## src/acc_pkg.sv

```systemverilog
// Package with constants, register map and types of the converter control block.
package acc_pkg;

	// ==========================================================
	// Register map (byte addresses).
	localparam logic [7:0] ACC_OFF_CHANNEL = 8'h00;
	localparam logic [7:0] ACC_OFF_REF     = 8'h04;
	localparam logic [7:0] ACC_OFF_CLKDIV  = 8'h08;
	localparam logic [7:0] ACC_OFF_CTRL    = 8'h0C;
	localparam logic [7:0] ACC_OFF_RESULT  = 8'h10;
	localparam logic [7:0] ACC_OFF_STATUS  = 8'h14;

	// ==========================================================
	// Field layout.
	localparam int ACC_CH_W      = 6;
	localparam int ACC_DIV_W     = 6;
	localparam int ACC_RES_W     = 10;
	localparam int CTRL_START_B  = 0;
	localparam int CTRL_CSRC_B   = 1;
	localparam int REF_NEG_B     = 2;
	localparam int STAT_BUSY_B   = 0;
	localparam int STAT_DONE_B   = 1;
	localparam int STAT_DCLR_B   = 1;

	// ==========================================================
	// Channel codes: ports A, B, C then internal sources.
	localparam logic [5:0] ACC_CH_PORTA = 6'h00;
	localparam logic [5:0] ACC_CH_PORTB = 6'h08;
	localparam logic [5:0] ACC_CH_PORTC = 6'h10;
	localparam logic [5:0] ACC_CH_TEMP  = 6'h3B;
	localparam logic [5:0] ACC_CH_DAC   = 6'h3C;
	localparam logic [5:0] ACC_CH_FIXED = 6'h3D;
	localparam logic [5:0] ACC_CH_GND   = 6'h3E;

	// ==========================================================
	// Conversion timing: 11.5 periods counted in half periods.
	localparam logic [4:0] ACC_HALF_PERIODS = 5'h17;
	localparam logic [1:0] ACC_RC_STAGES    = 2'h2;

	// Reference select encodings.
	typedef enum logic [1:0] {
		ACC_PREF_VDD  = 2'b00,
		ACC_PREF_PIN  = 2'b10,
		ACC_PREF_FIXD = 2'b11
	} acc_pref_e;

	// Routing presented to the analog side.
	typedef struct packed {
		logic [23:0] pinSel;
		logic        tempSel;
		logic        dacSel;
		logic        fixedSel;
		logic        gndSel;
	} acc_route_s;

	// Control fields set by software.
	typedef struct packed {
		logic [5:0] channel;
		logic [1:0] posRef;
		logic       negRef;
		logic [5:0] clkDiv;
		logic       clkSrc;
	} acc_cfg_s;

endpackage : acc_pkg

```

## src/acc_clkgen.sv

```systemverilog
// Conversion clock generator: divided system clock or dedicated RC tick.
`timescale 1ns/1ps
`default_nettype none
module acc_clkgen
	import acc_pkg::*;
(
	input  wire logic                 clk,
	input  wire logic                 rstn,
	input  wire logic [ACC_DIV_W-1:0] clkDiv,
	input  wire logic                 clkSrc,
	input  wire logic                 rcTick,
	output logic                      halfTick
);
	import acc_pkg::*;

	typedef struct packed {
		logic [ACC_DIV_W-1:0] cnt;
		logic [1:0]           rcSync;
		logic                 rcPrev;
		logic                 tick;
	} acc_cg_s;

	acc_cg_s st_r;
	acc_cg_s st_nxt;

	// ==========================================================
	// Each half period lasts clkDiv+1 system clocks, so the full period
	// is the system clock divided by 2,4,..128; the RC tick is synchronised.
	always_comb begin
		st_nxt = st_r;
		st_nxt.rcSync = {st_r.rcSync[0], rcTick};
		st_nxt.rcPrev = st_r.rcSync[1];
		st_nxt.tick = 1'b0;
		if (clkSrc) begin
			st_nxt.tick = st_r.rcSync[1] & ~st_r.rcPrev;
			st_nxt.cnt = '0;
		end else if (st_r.cnt >= clkDiv) begin
			st_nxt.cnt = '0;
			st_nxt.tick = 1'b1;
		end else begin
			st_nxt.cnt = st_r.cnt + 1'b1;
		end
	end

	// State register.
	always_ff @(posedge clk or negedge rstn) begin
		if (!rstn) begin
			st_r <= '0;
		end else begin
			st_r <= st_nxt;
		end
	end

	assign halfTick = st_r.tick;

	chk_div_tick: assert property (@(posedge clk) disable iff (!rstn)
		(!clkSrc && !$past(clkSrc) && st_r.cnt == '0 && clkDiv == '0 && $past(clkDiv) == '0)
		|=> halfTick) else $error("divided tick missing");
endmodule // acc_clkgen
`default_nettype wire

```

## src/acc_top.sv

```systemverilog
// Converter configuration and control block with an AXI4-Lite register slave.
//
// Added by the designer: register access over AXI4-Lite and the address map.
`timescale 1ns/1ps
`default_nettype none
module acc_top
	import acc_pkg::*;
(
	input  wire logic                 clk,
	input  wire logic                 rstn,
	input  wire logic [7:0]           awaddr,
	input  wire logic                 awvalid,
	output logic                      awready,
	input  wire logic [31:0]          wdata,
	input  wire logic [3:0]           wstrb,
	input  wire logic                 wvalid,
	output logic                      wready,
	output logic [1:0]                bresp,
	output logic                      bvalid,
	input  wire logic                 bready,
	input  wire logic [7:0]           araddr,
	input  wire logic                 arvalid,
	output logic                      arready,
	output logic [31:0]               rdata,
	output logic [1:0]                rresp,
	output logic                      rvalid,
	input  wire logic                 rready,
	input  wire logic                 rcTick,
	input  wire logic                 cmpIn,
	output acc_pkg::acc_route_s       route,
	output acc_pkg::acc_pref_e        posRefSel,
	output logic                      fixedLevel,
	output logic [1:0]                fixedRange,
	output logic                      negRefSel,
	output logic                      sampleHold
);
	import acc_pkg::*;

	typedef enum logic [1:0] {
		ACC_IDLE = 2'b00,
		ACC_CONV = 2'b01,
		ACC_DONE = 2'b10
	} acc_state_e;

	typedef struct packed {
		acc_cfg_s             cfg;
		logic [1:0]           fixRange;
		acc_state_e           fsm;
		logic [4:0]           halfCnt;
		logic [ACC_RES_W-1:0] sar;
		logic [ACC_RES_W-1:0] result;
		logic                 done;
		logic                 startReq;
		logic [1:0]           rcDelay;
		logic                 awHeld;
		logic                 wHeld;
		logic [7:0]           awAddr;
		logic [31:0]          wData;
		logic                 bValid;
		logic [1:0]           bResp;
		logic                 rValid;
		logic [31:0]          rData;
		logic [1:0]           rResp;
	} acc_st_s;

	acc_st_s st_r;
	acc_st_s st_nxt;
	logic    halfTick;

	// Decodes whether a byte address is a mapped register.
	function automatic logic accMapped(input logic [7:0] a);
		accMapped = (a == ACC_OFF_CHANNEL) || (a == ACC_OFF_REF) || (a == ACC_OFF_CLKDIV)
			|| (a == ACC_OFF_CTRL) || (a == ACC_OFF_RESULT) || (a == ACC_OFF_STATUS);
	endfunction

	// ==========================================================
	// Conversion clock.
	acc_clkgen u_clkgen (
		.clk      (clk),
		.rstn     (rstn),
		.clkDiv   (st_r.cfg.clkDiv),
		.clkSrc   (st_r.cfg.clkSrc),
		.rcTick   (rcTick),
		.halfTick (halfTick)
	);

	// ==========================================================
	// Bus slave, configuration and conversion sequencer in one next-state process.
	always_comb begin
		st_nxt = st_r;
		if (awvalid && !st_r.awHeld && !st_r.bValid) begin
			st_nxt.awHeld = 1'b1;
			st_nxt.awAddr = awaddr;
		end
		if (wvalid && !st_r.wHeld && !st_r.bValid) begin
			st_nxt.wHeld = 1'b1;
			st_nxt.wData = wdata;
		end
		if (st_r.bValid && bready) begin
			st_nxt.bValid = 1'b0;
		end
		if (st_r.rValid && rready) begin
			st_nxt.rValid = 1'b0;
		end
		// In RC mode a start waits extra clocks before the sequencer sees it.
		if (st_r.rcDelay != 2'b00) begin
			st_nxt.rcDelay = st_r.rcDelay - 2'b01;
		end
		// Both halves held: perform the write. Strobes are ignored; each write replaces the word.
		if (st_r.awHeld && st_r.wHeld) begin
			st_nxt.awHeld = 1'b0;
			st_nxt.wHeld = 1'b0;
			st_nxt.bValid = 1'b1;
			st_nxt.bResp = accMapped(st_r.awAddr) ? 2'b00 : 2'b10;
			if (st_r.awAddr == ACC_OFF_CHANNEL) begin
				st_nxt.cfg.channel = st_r.wData[ACC_CH_W-1:0];
			end
			if (st_r.awAddr == ACC_OFF_REF) begin
				st_nxt.cfg.posRef = st_r.wData[1:0];
				st_nxt.cfg.negRef = st_r.wData[REF_NEG_B];
				st_nxt.fixRange = st_r.wData[5:4];
			end
			if (st_r.awAddr == ACC_OFF_CLKDIV) begin
				st_nxt.cfg.clkDiv = st_r.wData[ACC_DIV_W-1:0];
			end
			if (st_r.awAddr == ACC_OFF_CTRL) begin
				st_nxt.cfg.clkSrc = st_r.wData[CTRL_CSRC_B];
				if (st_r.wData[CTRL_START_B] && st_r.fsm == ACC_IDLE) begin
					st_nxt.startReq = 1'b1;
					st_nxt.rcDelay = st_r.wData[CTRL_CSRC_B] ? ACC_RC_STAGES : 2'b00;
				end
			end
		end
		// Register reads; busy also covers a start still waiting for its first half tick,
		// so software never sees neither busy nor done after it has started a conversion.
		if (arvalid && !st_r.rValid) begin
			st_nxt.rValid = 1'b1;
			st_nxt.rResp = accMapped(araddr) ? 2'b00 : 2'b10;
			st_nxt.rData = '0;
			unique case (araddr)
				ACC_OFF_CHANNEL: st_nxt.rData[ACC_CH_W-1:0] = st_r.cfg.channel;
				ACC_OFF_REF:     st_nxt.rData[5:0] = {st_r.fixRange, 1'b0, st_r.cfg.negRef,
					st_r.cfg.posRef};
				ACC_OFF_CLKDIV:  st_nxt.rData[ACC_DIV_W-1:0] = st_r.cfg.clkDiv;
				ACC_OFF_CTRL:    st_nxt.rData[CTRL_CSRC_B] = st_r.cfg.clkSrc;
				ACC_OFF_RESULT:  st_nxt.rData[ACC_RES_W-1:0] = st_r.result;
				ACC_OFF_STATUS:  st_nxt.rData[1:0] = {st_r.done,
					(st_r.fsm != ACC_IDLE) || st_r.startReq};
				default:         st_nxt.rData = '0;
			endcase
		end
		// Sequencer: each half tick is half a bit period.
		unique case (st_r.fsm)
			ACC_IDLE: begin
				if (st_r.startReq && st_r.rcDelay == 2'b00 && halfTick) begin
					st_nxt.startReq = 1'b0;
					st_nxt.fsm = ACC_CONV;
					st_nxt.halfCnt = '0;
					st_nxt.sar = '0;
					st_nxt.done = 1'b0;
				end
			end
			ACC_CONV: begin
				if (halfTick) begin
					st_nxt.halfCnt = st_r.halfCnt + 5'h01;
					// Bits are decided MSB first on odd half periods after sampling.
					if (st_r.halfCnt[0] && st_r.halfCnt < (ACC_HALF_PERIODS - 5'h02)) begin
						st_nxt.sar = {st_r.sar[ACC_RES_W-2:0], cmpIn};
					end
					if (st_r.halfCnt == ACC_HALF_PERIODS - 5'h01) begin
						st_nxt.fsm = ACC_DONE;
					end
				end
			end
			ACC_DONE: begin
				st_nxt.result = st_r.sar;
				st_nxt.done = 1'b1;
				st_nxt.fsm = ACC_IDLE;
			end
			default: st_nxt.fsm = ACC_IDLE;
		endcase
		// Software clear of done; a completion in the same cycle wins.
		if (st_r.awHeld && st_r.wHeld && st_r.awAddr == ACC_OFF_STATUS
			&& st_r.wData[STAT_DCLR_B] && st_r.fsm != ACC_DONE) begin
			st_nxt.done = 1'b0;
		end
	end

	// State register.
	always_ff @(posedge clk or negedge rstn) begin
		if (!rstn) begin
			st_r <= '0;
		end else begin
			st_r <= st_nxt;
		end
	end

	// ==========================================================
	// Outputs: one-hot routing decoded from the channel code.
	always_comb begin
		route = '0;
		if (st_r.cfg.channel < 6'h18) begin
			route.pinSel[st_r.cfg.channel[4:0]] = 1'b1;
		end
		route.tempSel  = (st_r.cfg.channel == ACC_CH_TEMP);
		route.dacSel   = (st_r.cfg.channel == ACC_CH_DAC);
		route.fixedSel = (st_r.cfg.channel == ACC_CH_FIXED);
		route.gndSel   = (st_r.cfg.channel == ACC_CH_GND);
	end

	assign posRefSel  = (st_r.cfg.posRef == 2'b01) ? ACC_PREF_VDD : acc_pref_e'(st_r.cfg.posRef);
	assign fixedLevel = (st_r.cfg.posRef == ACC_PREF_FIXD);
	assign fixedRange = st_r.fixRange;
	assign negRefSel  = st_r.cfg.negRef;
	assign sampleHold = (st_r.fsm == ACC_CONV) && (st_r.halfCnt < 5'h02);
	assign awready = awvalid && !st_r.awHeld && !st_r.bValid;
	assign wready  = wvalid && !st_r.wHeld && !st_r.bValid;
	assign bvalid  = st_r.bValid;
	assign bresp   = st_r.bResp;
	assign arready = arvalid && !st_r.rValid;
	assign rvalid  = st_r.rValid;
	assign rdata   = st_r.rData;
	assign rresp   = st_r.rResp;

	// ==========================================================
	// Checks.
	chk_route_onehot: assert property (@(posedge clk) disable iff (!rstn)
		$countones(route) <= 1) else $error("more than one source routed");
	chk_gnd_route: assert property (@(posedge clk) disable iff (!rstn)
		(st_r.cfg.channel == ACC_CH_GND) |-> route.gndSel) else $error("ground not routed");
	chk_conv_len: assert property (@(posedge clk) disable iff (!rstn)
		(st_r.fsm == ACC_CONV && halfTick && st_r.halfCnt == ACC_HALF_PERIODS - 5'h01)
		|=> st_r.fsm == ACC_DONE) else $error("conversion length wrong");
	chk_done_flag: assert property (@(posedge clk) disable iff (!rstn)
		(st_r.fsm == ACC_DONE) |=> (st_r.done && st_r.result == $past(st_r.sar)))
		else $error("result not presented");
	chk_neg_ref: assert property (@(posedge clk) disable iff (!rstn)
		(st_r.awHeld && st_r.wHeld && st_r.awAddr == ACC_OFF_REF)
		|=> negRefSel == $past(st_r.wData[REF_NEG_B])) else $error("negative reference mismatch");
	chk_pos_ref: assert property (@(posedge clk) disable iff (!rstn)
		(st_r.cfg.posRef == 2'b11) |-> fixedLevel) else $error("fixed reference not picked");
	chk_rc_delay: assert property (@(posedge clk) disable iff (!rstn)
		(st_r.rcDelay != 2'b00) |-> st_r.fsm != ACC_CONV) else $error("rc start too early");
	chk_bresp_hold: assert property (@(posedge clk) disable iff (!rstn)
		(bvalid && !bready) |=> bvalid) else $error("write response dropped");
	cov_conv: cover property (@(posedge clk) st_r.fsm == ACC_DONE);
	cov_rc: cover property (@(posedge clk) st_r.cfg.clkSrc && st_r.fsm == ACC_CONV);
	cov_err: cover property (@(posedge clk) bvalid && bresp == 2'b10);
endmodule // acc_top
`default_nettype wire

```

## config.mk

```make
export PLATFORM = sky130hd
export DESIGN_NAME = acc_top
export DESIGN_NICKNAME = d
export VERILOG_FILES = /design/src/acc_pkg.sv /design/src/acc_clkgen.sv /design/src/acc_top.sv
export SDC_FILE = /design/constraint.sdc
export NUM_CORES = 1
export LEC_CHECK = 0
export BUFFER_PORTS_ARGS = -buffer_cell sky130_fd_sc_hd__clkbuf_2
export CAP_MARGIN = 30
export CORE_MARGIN = 5
export CORE_UTILIZATION = 35
export CTS_CLUSTER_DIAMETER = 50
export DETAILED_ROUTE_END_ITERATION = 7
export PLACE_DENSITY_LB_ADDON = 0.3
export SETUP_SLACK_MARGIN = 0.15
export SYNTH_ARGS = -nofsm -noshare
export SYNTH_HDL_FRONTEND = slang
export SYNTH_HIERARCHICAL = 1
export SYNTH_SLANG_ARGS = --single-unit
```

## constraint.sdc

```tcl
create_clock -name clk -period 2.8 [get_ports clk]
set_clock_uncertainty 0.1 [all_clocks]
set_input_delay 0.14 -clock clk [delete_from_list [all_inputs] [get_ports clk]]
set_output_delay 0.14 -clock clk [all_outputs]
set_load 0.03 [all_outputs]
```

==> results.py <==
metrics = {
    "worst_setup_path": {
        "startpoint_type": "register",
        "worstSetupEndpointType": "primary output",
        "path_max_fanout": 11,
        "path_class": "reg -> out",
        "cp.arrival_ns": 1.82,
        "slowest_delay_ns": 0.51,
        "cp_cell_sequence": "a21oi_1, nand3_1, nor2_1, clkbuf_2",
        "crit_family": "flip-flops",
        "path_buf_inv": 1,
        "cp.required_ns": 2.56,
        "crit_slowest_cell": "dfrtp_1",
    },
    "place": {
        "io_buffers": 82,
        "place_area_um2": 4990,
        "gp_congestion": 0.778,
        "dp_hpwl_um": 7420,
        "dp_cells": 668,
    },
    "cells_and_area": {
        "fin_nets": 592,
        "n_antenna_cell": 0,
        "fin_cells": 703,
        "fill_cells": 1247,
        "drive_gt1_frac": 0.292,
        "area_delta_synth_final_pct": 18.2,
        "design_area_um2": 5450,
    },
    "synthesis": {
        "ys_warn_count": 6,
        "yosys-top-cells-count": "dfrtp_1, nor2_1, nand2_1, buf_4, mux2_2",
        "ys_async_sr_fraction": 1.00,
        "synth_ff_type": "dfrtp_1",
        "yosysMostFrequentCell": "dfrtp_1",
        "synth.yosys.seq_area_share": 0.483,
        "synth_edf_count": 0,
        "synth_top_area_cell": "dfrtp_1",
        "synth_top_area_share": 0.483,
        "synthTopCellsByArea": "dfrtp_1, mux2_2, buf_4",
        "synth-seq-cells": 89,
        "syn_avg_cell_area_um2": 10.5,
        "syn_inst": 440,
        "syn-cell-area_um2": 4610,
        "synth_cell_types": 62,
    },
    "sta": {
        "slew_headroom": 0.492,
        "max_freq_mhz": 485,
        "grt_setup_unrepaired": "false",
        "period_minus_slack_ns": 2.06,
        "tightest_slew_ns": 0.762,
        "tns_ns": 0,
        "setup_viol": 0,
        "period_share": 0.737,
        "finalHoldViolCount": 0,
        "slew_violations": 0,
    },
    "cts": {
        "cts_buffer_depth": 2,
        "cts_setup_buffers": 0,
        "cts.clk_slew.worst_paths_ns": 0.06,
        "cts-buffers-inserted": 9,
        "clkSinkCount": 89,
        "clk_latency_ns": 0.33,
        "htreeDepth": 3,
        "cts_tree": "built",
        "cts_root_buf": "clkbuf_16",
    },
    "flow_run": {
        "cap_violations": 0,
    },
    "run_status": {
        "outcome": "completed",
    },
    "floorplan": {
        "start_util": 0.352,
        "die_area_um2": 15600,
        "die_h_um": 125,
        "io_pins": 137,
        "rows": 42,
        "core_area_um2": 13100,
        "dieWidth_um": 125,
    },
    "global_routing": {
        "grt_max_degree": 61,
        "grt_pass1_vias": 3238,
        "grt_use_total": 0.127,
        "grt.overflow.total": 0,
        "grt_pass1_wl_um": 16400,
        "antenna_found_initial": 0,
    },
    "route": {
        "totalWireLength_um": 9730,
        "route.vias.total": 3283,
        "drt_iter0_markers": 150,
        "dr.pass1.iters": 4,
        "detail-route-antenna-nets": 0,
        "viasPerCell": 4.67,
        "wl_per_cell_um": 13.8,
        "drc": 0,
    },
    "power_and_ir_drop": {
        "peakVddDrop_mv": 0.518,
        "powerDensity_nw_per_um2": 748,
        "p_leak_uw": 0.00267,
    },
    "min_path": {
        "worstHoldPathType": "in -> reg",
    },
}
## cells by family (layout without fill, tap and decap cells)
group	count (synthesis)	in the layout	synth area share
AOI/OAI and AO/OA	51	51	0.0752
xor gates and xnor gates	7	7	0.0133
adders and majority gates	9	9	0.0244
buffers and inverters	72	136	0.0929
DFF	89	89	0.483
muxes	59	59	0.144
other	1	24	0.000814
and+or+nand+nor	152	152	0.166
## metrics by stage
step	power (uW)	setup slack [ns]	utilization	hold slack, ns
after detailed placement	3010	0.809	0.381	0.151
after floorplan	2680	0.884	-	-0.256
after CTS	4130	0.718	0.416	0.0569
final	4080	0.737	0.416	0.0694
after global placement	2960	0.876	0.381	0.149
after global routing	4330	0.616	0.416	0.109
## worst reg2reg max path, delay by kind of cell (launching register included)
kind          cells  cell delay [ns]
flops             1             0.38
simple gates      3             1.00
mux               1             0.38
## layout by cell type, fill, tap and decap left out, drive strengths merged, types with 5 or more instances in the layout
cell / count
o21ai: 18
nor3: 8
inv: 14
o21a: 5
buf: 5
mux2i: 19
mux2: 40
clkbuf: 91
nand3: 12
nor2: 49
nor3b: 6
conb: 24
xor2: 5
nand2: 48
clkinv: 7
ha: 9
dlygate4sd3: 19
nand3b: 6
dfrtp: 89
a21oi: 5
## flip-flops by register name (all words and copies together), names as in the netlist
signal and count:
bresp 1, u_clkgen/st_r 7, fixedRange 2, st_r 62, bvalid 1, rdata 10
u_clkgen/st_nxt 2, negRefSel 1, rvalid 1, u_clkgen/halfTick 1, rresp 1
## routing by layer
layer / up-vias / part of all wire / global-route usage
met1: 1589 / 0.46 / 0.171
met4: 0 / 0.0084 / 0.0271
met2: 83 / 0.46 / 0.201
met5: - / 0 / 0
met3: 9 / 0.067 / 0.0412
li1: 1602 / - / -
## timing repair
| action | in CTS | in global routing |
|---|---|---|
| hold buffers | 19 | 0 |
| endpoints found under the setup margin | 0 | 0 |
| endpoints found under the hold margin | 76 | 0 |
| resized for setup | 0 | 0 |
## area by class of cell
cell class / count / area, um^2 / area share
inverter: 15 / 56.3 / 0.0103
clock inverter: 6 / 33.8 / 0.00620
multi-input combinational: 302 / 2040 / 0.374
clock buffer: 10 / 239 / 0.0439
tap: 176 / 220 / 0.0404
timing repair buffer: 105 / 633 / 0.116
sequential: 89 / 2230 / 0.409
## path summary, 6_finish.rpt
check	start	to	slack (ns)	cells after the start
setup / recovery	st_r[127]$_DFFE_PN0P_	route[7]	0.74	4
hold reg to reg	u_clkgen/st_nxt[3]$_DFF_PN0_	u_clkgen/st_nxt[1]$_DFF_PN0_	0.25	0
min in group asynchronous	rstn	bvalid$_DFFE_PN0P_	0.31	2
max in group asynchronous	rstn	st_r[81]$_DFF_PN0_	1.57	3
setup reg to reg	st_r[71]$_DFFE_PN0P_	st_r[126]$_DFFE_PN0P_	0.83	4
hold / removal	araddr[1]	rdata[3]$_DFFE_PN0P_	0.07	4
## power breakdown
group	switching [uW]	internal, uW	leakage, uW
combinational	700	469	0.00135
sequential	298	1530	0.00118
clock	465	618	0.000142
total	1460	2620	0.00267
Power figures use the tool's default switching activity.
